## src/logic/icw_consts.svh

```systemverilog
`ifndef ICW_CONSTS_SVH
`define ICW_CONSTS_SVH
`define ICW_REG_W        32
`define ICW_BYTE_W       8
`define ICW_MAX_REGS     16
`define ICW_BANK_BYTES   128
`define ICW_BANK_ADDR_W  7
`define ICW_WORD_BYTES   4
`define ICW_DEF_DATA_W   32
`define ICW_DEF_NUM_CIDS 4
`define ICW_DEF_NUM_REGS 16
`define ICW_RESET_WORD   32'h0000_0000
`endif

```

## src/logic/icw_pkg.sv

```systemverilog
package icw_pkg;
  typedef enum logic [1:0] {
    ICW_ST_IDLE  = 2'b01,
    ICW_ST_WROTE = 2'b10
  } icw_state_t;
endpackage

```

## src/logic/icw_lane.sv

```systemverilog
`timescale 1ns/100ps
`include "icw_consts.svh"
// one 32-bit register: byte-swapped store under byte enables
module icw_lane (
  input  wire logic                  i_clock,
  input  wire logic                  i_rstn,
  input  wire logic                  i_we,
  input  wire logic [3:0]            i_be,
  input  wire logic [31:0]           i_data,
  output logic      [31:0]           o_value
);
  typedef struct packed {
    logic [31:0] word;
  } icw_lane_st_t;
  icw_lane_st_t cur_ff;
  icw_lane_st_t nxt_cur;
  always_comb begin
    nxt_cur = cur_ff;
    if (i_we) begin
      for (int b = 0; b < 4; b++) begin
        // data byte b lands in register byte 3-b
        if (i_be[b]) begin
          nxt_cur.word[(3-b)*8 +: 8] = i_data[b*8 +: 8];
        end
      end
    end
  end
  always_ff @(posedge i_clock or negedge i_rstn) begin
    if (!i_rstn) begin
      cur_ff <= '{word: `ICW_RESET_WORD};
    end else begin
      cur_ff <= nxt_cur;
    end
  end
  assign o_value = cur_ff.word;
endmodule

```

## src/logic/icw_write_port.sv

```systemverilog
`timescale 1ns/100ps
`include "icw_consts.svh"
module icw_write_port
  import icw_pkg::*;
#(
  parameter int DATA_W   = `ICW_DEF_DATA_W,
  parameter int NUM_CIDS = `ICW_DEF_NUM_CIDS,
  parameter int NUM_REGS = `ICW_DEF_NUM_REGS,
  parameter bit HAS_REGS = 1'b1,
  localparam int LANES   = DATA_W / `ICW_REG_W,
  localparam int CIDW    = (NUM_CIDS > 1) ? $clog2(NUM_CIDS) : 1,
  localparam int WADDR_W = `ICW_BANK_ADDR_W - $clog2(DATA_W / `ICW_BYTE_W),
  localparam int ADDR_W  = CIDW + WADDR_W,
  localparam int RD_W    = $clog2(`ICW_MAX_REGS)
) (
  input  wire logic                  I_CLOCK,
  input  wire logic                  I_RSTN,
  input  wire logic [ADDR_W-1:0]     I_ADDRESS,
  input  wire logic                  I_WRITE,
  input  wire logic [DATA_W/8-1:0]   I_BYTEENABLE,
  input  wire logic [DATA_W-1:0]     I_WRITEDATA,
  input  wire logic [CIDW-1:0]       I_RD_CID,
  input  wire logic [RD_W-1:0]       I_RD_INDEX,
  output logic      [31:0]           O_RD_WORD,
  output logic                       O_WRITE_SEEN,
  output logic                       O_WRITE_DROPPED
);
  // wait request is absent by design: every strobe cycle is a write
  typedef struct packed {
    logic [31:0]  rd_word;
    logic         seen;
    logic         dropped;
    icw_state_t   state;
  } icw_top_st_t;

  icw_top_st_t cur_ff;
  icw_top_st_t nxt_cur;

  logic [CIDW-1:0]    cid;
  logic [WADDR_W-1:0] widx;
  logic               in_range;
  logic [31:0]        regs [NUM_CIDS][NUM_REGS];

  // split address into bank select and word index
  assign cid  = I_ADDRESS[ADDR_W-1 -: CIDW];
  assign widx = I_ADDRESS[WADDR_W-1:0];
  // group base beyond configured registers drops the write
  assign in_range = ((32'(widx) * LANES) < NUM_REGS) &&
                    (32'(cid) < NUM_CIDS);

  generate
    if (HAS_REGS) begin : g_regs
      for (genvar c = 0; c < NUM_CIDS; c++) begin : g_cid
        for (genvar r = 0; r < NUM_REGS; r++) begin : g_reg
          // lane l of the bus feeds register base+LANES-1-l
          localparam int L = LANES - 1 - (r % LANES);
          logic we;
          // strobe, in-range check and bank and word decode qualify the data
          assign we = I_WRITE && in_range && (32'(cid) == c) &&
                      (32'(widx) == (r / LANES));
          icw_lane u_lane (
            .i_clock (I_CLOCK),
            .i_rstn  (I_RSTN),
            .i_we    (we),
            .i_be    (I_BYTEENABLE[L*4 +: 4]),
            .i_data  (I_WRITEDATA[L*32 +: 32]),
            .o_value (regs[c][r])
          );
        end
      end
    end else begin : g_none
      for (genvar c = 0; c < NUM_CIDS; c++) begin : g_cid
        for (genvar r = 0; r < NUM_REGS; r++) begin : g_reg
          assign regs[c][r] = `ICW_RESET_WORD;
        end
      end
    end
  endgenerate

  always_comb begin
    nxt_cur = cur_ff;
    nxt_cur.seen    = 1'b0;
    nxt_cur.dropped = 1'b0;
    // full-word read for the core side only
    if ((32'(I_RD_CID) < NUM_CIDS) && (32'(I_RD_INDEX) < NUM_REGS)) begin
      nxt_cur.rd_word = regs[I_RD_CID][I_RD_INDEX];
    end else begin
      nxt_cur.rd_word = `ICW_RESET_WORD;
    end
    case (cur_ff.state)
      ICW_ST_IDLE, ICW_ST_WROTE: begin
        if (I_WRITE && HAS_REGS) begin
          nxt_cur.seen    = in_range;
          nxt_cur.dropped = !in_range;
          nxt_cur.state   = ICW_ST_WROTE;
        end else begin
          nxt_cur.state   = ICW_ST_IDLE;
        end
      end
      default: begin
        nxt_cur.state = ICW_ST_IDLE;
      end
    endcase
  end

  always_ff @(posedge I_CLOCK or negedge I_RSTN) begin
    if (!I_RSTN) begin
      cur_ff <= '{rd_word: `ICW_RESET_WORD, seen: 1'b0, dropped: 1'b0,
                  state: ICW_ST_IDLE};
    end else begin
      cur_ff <= nxt_cur;
    end
  end

  assign O_RD_WORD       = cur_ff.rd_word;
  assign O_WRITE_SEEN    = cur_ff.seen;
  assign O_WRITE_DROPPED = cur_ff.dropped;
endmodule

```

## config.mk

```make
export PLATFORM = sky130hd
export DESIGN_NAME = icw_write_port
export DESIGN_NICKNAME = d
export VERILOG_FILES = /design/src/logic/icw_pkg.sv /design/src/logic/icw_lane.sv /design/src/logic/icw_write_port.sv
export VERILOG_INCLUDE_DIRS = /design/src /design/src/logic
export SDC_FILE = /design/constraint.sdc
export NUM_CORES = 2
export LEC_CHECK = 0
export ABC_AREA = 1
export BUFFER_PORTS_ARGS = -buffer_cell sky130_fd_sc_hd__buf_2
export CAP_MARGIN = 20
export CORE_AREA = 2 2 487 393
export DETAILED_ROUTE_END_ITERATION = 7
export DIE_AREA = 0 0 489 395
export MAX_ROUTING_LAYER = met4
export PLACE_DENSITY_LB_ADDON = 0.12
export SETUP_SLACK_MARGIN = 0.4
export SLEW_MARGIN = 20
export SYNTH_ARGS = -nofsm -noshare
export SYNTH_HDL_FRONTEND = slang
export SYNTH_SLANG_ARGS = --single-unit
```

## constraint.sdc

```tcl
create_clock -name I_CLOCK -period 3.1 [get_ports I_CLOCK]
set_input_delay 0.31 -clock I_CLOCK [delete_from_list [all_inputs] [get_ports I_CLOCK]]
set_output_delay 0.31 -clock I_CLOCK [all_outputs]
set_load 0.1 [all_outputs]
```

==> qor.csv <==
stage,metric,value,unit
yosys,Yosys top cell by area,dfrtp_1,
grt,global route overflow,0,
die,Die Y-Extent,395,um
placement,RD Place Congestion,0.865,
cts,clock slew at reported path FFs,0.06,ns
drt,Routed Antenna Nets,0,
finish,share of cells above drive strength 1,0.0710,
cts,clock sink count,2084,
hold_path,hold crit path type,input port to asynchronous set/reset pin,
power_and_ir_drop,Reg power frac,0.476,
critical_path,startpoint types,input port,
yosys,asr flop ratio synth,1.00,
critical_path,Reg2Reg Launch Point,g_regs.g_cid[3].g_reg[3].u_lane.o_value[7],
drt,Iter 0 DRT Violations,9584,
cts,clock root buffer master,clkbuf_16,
yosys,Syn Area/Cell,8.02,um2
die,FP Rows,143,
critical_path,reg2reg setup slack,1.45,ns
grt,vias in the first global route,76000,
yosys,"top cells by area, synth","dfrtp_1 56%, nand2_1 17%, nand3_1 11%",
finish,final net count,11400,
sta,Slew @ Worst Pin,0.969,ns
job,maxcap violations,0,
grt,antenna violations before repair,5,
power_and_ir_drop,Sw Pwr,0.0154,W
yosys,Synth warnings,0,
yosys,Mapped Nets,11700,
critical_path,Worst Path Required,3.84,ns
yosys,Synth Register Bits,2084,
cts,number of setup buffers added after CTS,0,
placement,hpwl dp,173,mm
power_and_ir_drop,clock share of power,0.434,
die,die width,489,um
placement,Place WS,0.408,ns
drt,via-per-instance ratio,5.78,
sta,Setup TNS,0,ns
sta,Fmax achieved,0.411,GHz
grt,largest net degree at the start of global routing,171,
drt,vias after detailed routing,81100,
drt,Routed Wire Length,295,mm
critical_path,Critical Path Start,I_ADDRESS[4],
yosys,cell area after synthesis,93600,um2
critical_path,Crit Path Category,input port to flip-flop,
status,status,"finished, final reports clean",
drt,Remaining DRCs,0,
cts,CTS max path bufs,3,
sta,final setup fails,0,
critical_path,Worst Path Max Fanout,16,
drt,wire length per cell,21.0,um
yosys,dominant synthesized flop cell,dfrtp_1,
cts,CTS tree,yes,
die,CORE AREA,188000,um2
sta,max_slew headroom,0.354,
yosys,synth cell count leaders,"4322 x nand2_1, 2150 x nand3_1, 2083 x dfrtp_1, 2048 x o21ai_0, 835 x clkbuf_1",
sta,fin. max-slew vios,0,
power_and_ir_drop,switching part of the total,0.258,
grt,first-pass GRT wire length,463,mm
power_and_ir_drop,Worst VDD drop,0.454,mV
power_and_ir_drop,Cell Int Power,0.0442,W
sta,fin crit share,0.784,
cts,Worst-Skew Late Latency,0.84,ns
sta,Tmin final,2.43,ns
yosys,Mapped Cells,11700,
die,# IOs,86,
power_and_ir_drop,Comb power frac,0.090,
finish,synthesis-to-finish area growth,11.5,%
cts,total CTS buffers,209,
cts,depth of the CTS H-tree,4,
drt,Pre-Repair DR Iteration Count,6,
sta,RSZ-0062 raised after global routing,false,
yosys,Post-synth EDFFs,0,
die,Initial Util,0.497,
sta,Final Worst Setup Slack,0.670,ns
die,Die Area,193000,um2
power_and_ir_drop,pwr/cell area,571,nW/um2
critical_path,Worst Path Arrival,3.17,ns
power_and_ir_drop,Pleak,46.4,nW
yosys,sequential-to-total area share from yosys stat,0.557,
sta,Final Hold Violating Endpoints,0,
yosys,post-synth top area share,0.557,
placement,Port Buf Inserts,85,
yosys,most frequent cell after synthesis,nand2_1,
critical_path,Worst setup EP type,flip-flop,
sta,Layout Skew,0.0229,ns
grt,All-Layer GR Usage,0.315,
yosys,Unique masters post-synth,16,
## final cells by class
cell class	instances	area, um2
Timing Repair Buffer	443	4490
Antenna cell	4	10.0
Clock inverter	45	513
Fill cell	17500	84000
Sequential cell	2084	52200
Clock buffer	331	6420
Tap cell	2537	3170
Multi-Input combinational cell	8544	37400
Inverter	47	211
## power by group through the flow
stage | clock network (W) | logic [W] | registers (W)
after floorplan | 0 | 0.00297 | 0.0288
after global placement | 0 | 0.00527 | 0.0289
after detailed placement | 0 | 0.00533 | 0.0289
after CTS | 0.0262 | 0.00535 | 0.0284
after global routing | 0.0274 | 0.00585 | 0.0285
final | 0.0258 | 0.00536 | 0.0284
## layer usage
metal / share of wire / up-vias / track usage
li1: - / 37900 / -
met5: 0 / - / -
met3: 0.077 / 434 / 0.0491
met1: 0.46 / 39600 / 0.466
met2: 0.44 / 3145 / 0.451
met4: 0.026 / 0 / 0.0815
## worst max-delay path: stages
cell and delay (ns):
dlygate4sd3_1 0.55, buf_2 0.12, inv_1 0.20, nand2_1 0.29
nor3_4 0.40, buf_4 0.44, nand3_1 0.48, o21ai_0 0.34
## cells by family (layout without fill, tap and decap cells)
family                    after synthesis  count (layout)  synth area share
AOI/OAI and AO/OA                    2048            2048             0.109
xor gates and xnor gates                1               1         0.0000936
buffers and inverters                1040             866            0.0438
DFF                                  2084            2084             0.557
other                                   0               4                 0
and+or+nand+nor                      6495            6495             0.290
## final timing paths
kind                            depth (start not counted)                                           to
min in group I_CLOCK                                    3   g_regs.g_cid[0].g_reg[1].u_lane.o_value[8]
worst min register to register                          2  g_regs.g_cid[3].g_reg[6].u_lane.o_value[30]
max in group asynchronous                               4  g_regs.g_cid[3].g_reg[4].u_lane.o_value[12]
worst min-delay path                                    2  g_regs.g_cid[2].g_reg[5].u_lane.o_value[19]
worst max-delay path                                    8  g_regs.g_cid[0].g_reg[6].u_lane.o_value[29]
worst max register to register                          8                                 O_RD_WORD[7]
## cell usage in the layout (no fill, tap or decap), drive strengths merged
cell type	count
clkinvlp	3
diode	4
dfstp	1
inv	46
buf	434
clkbuf	331
dlygate4sd3	9
nor3	8
xnor2	1
nand3	2150
dfrtp	2083
nand2	4322
clkinv	33
bufinv	10
nor2	15
o21ai	2048
## through the flow
step                instance area (um2)  std cells   util  power, W  hold slack, ns
global route                     104000      14000  0.554    0.0618          0.0457
detailed placement                97400      13600  0.517    0.0342           0.333
floorplan                         93600      11700      -    0.0318          0.0144
CTS                              104000      14000  0.554    0.0600          0.0144
global placement                  97400      13600  0.517    0.0341           0.326
finish                           104000      14000  0.554    0.0596          0.0472
## what timing repair did
item | CTS | global route
endpoints found under the hold margin | 405 | 0
gates resized for setup | 0 | 0
hold buffers | 9 | 0
## state kept, by name (all words and copies together), names as in the netlist
| name | cells |
|---|---|
| O_WRITE_SEEN | 1 |
| O_WRITE_DROPPED | 1 |
| g_regs.g_cid.g.u_lane.o_value | 2048 |
| O_RD_WORD | 32 |
| cur_ff | 2 |
No activity file was read; power rests on OpenSTA's default activity.
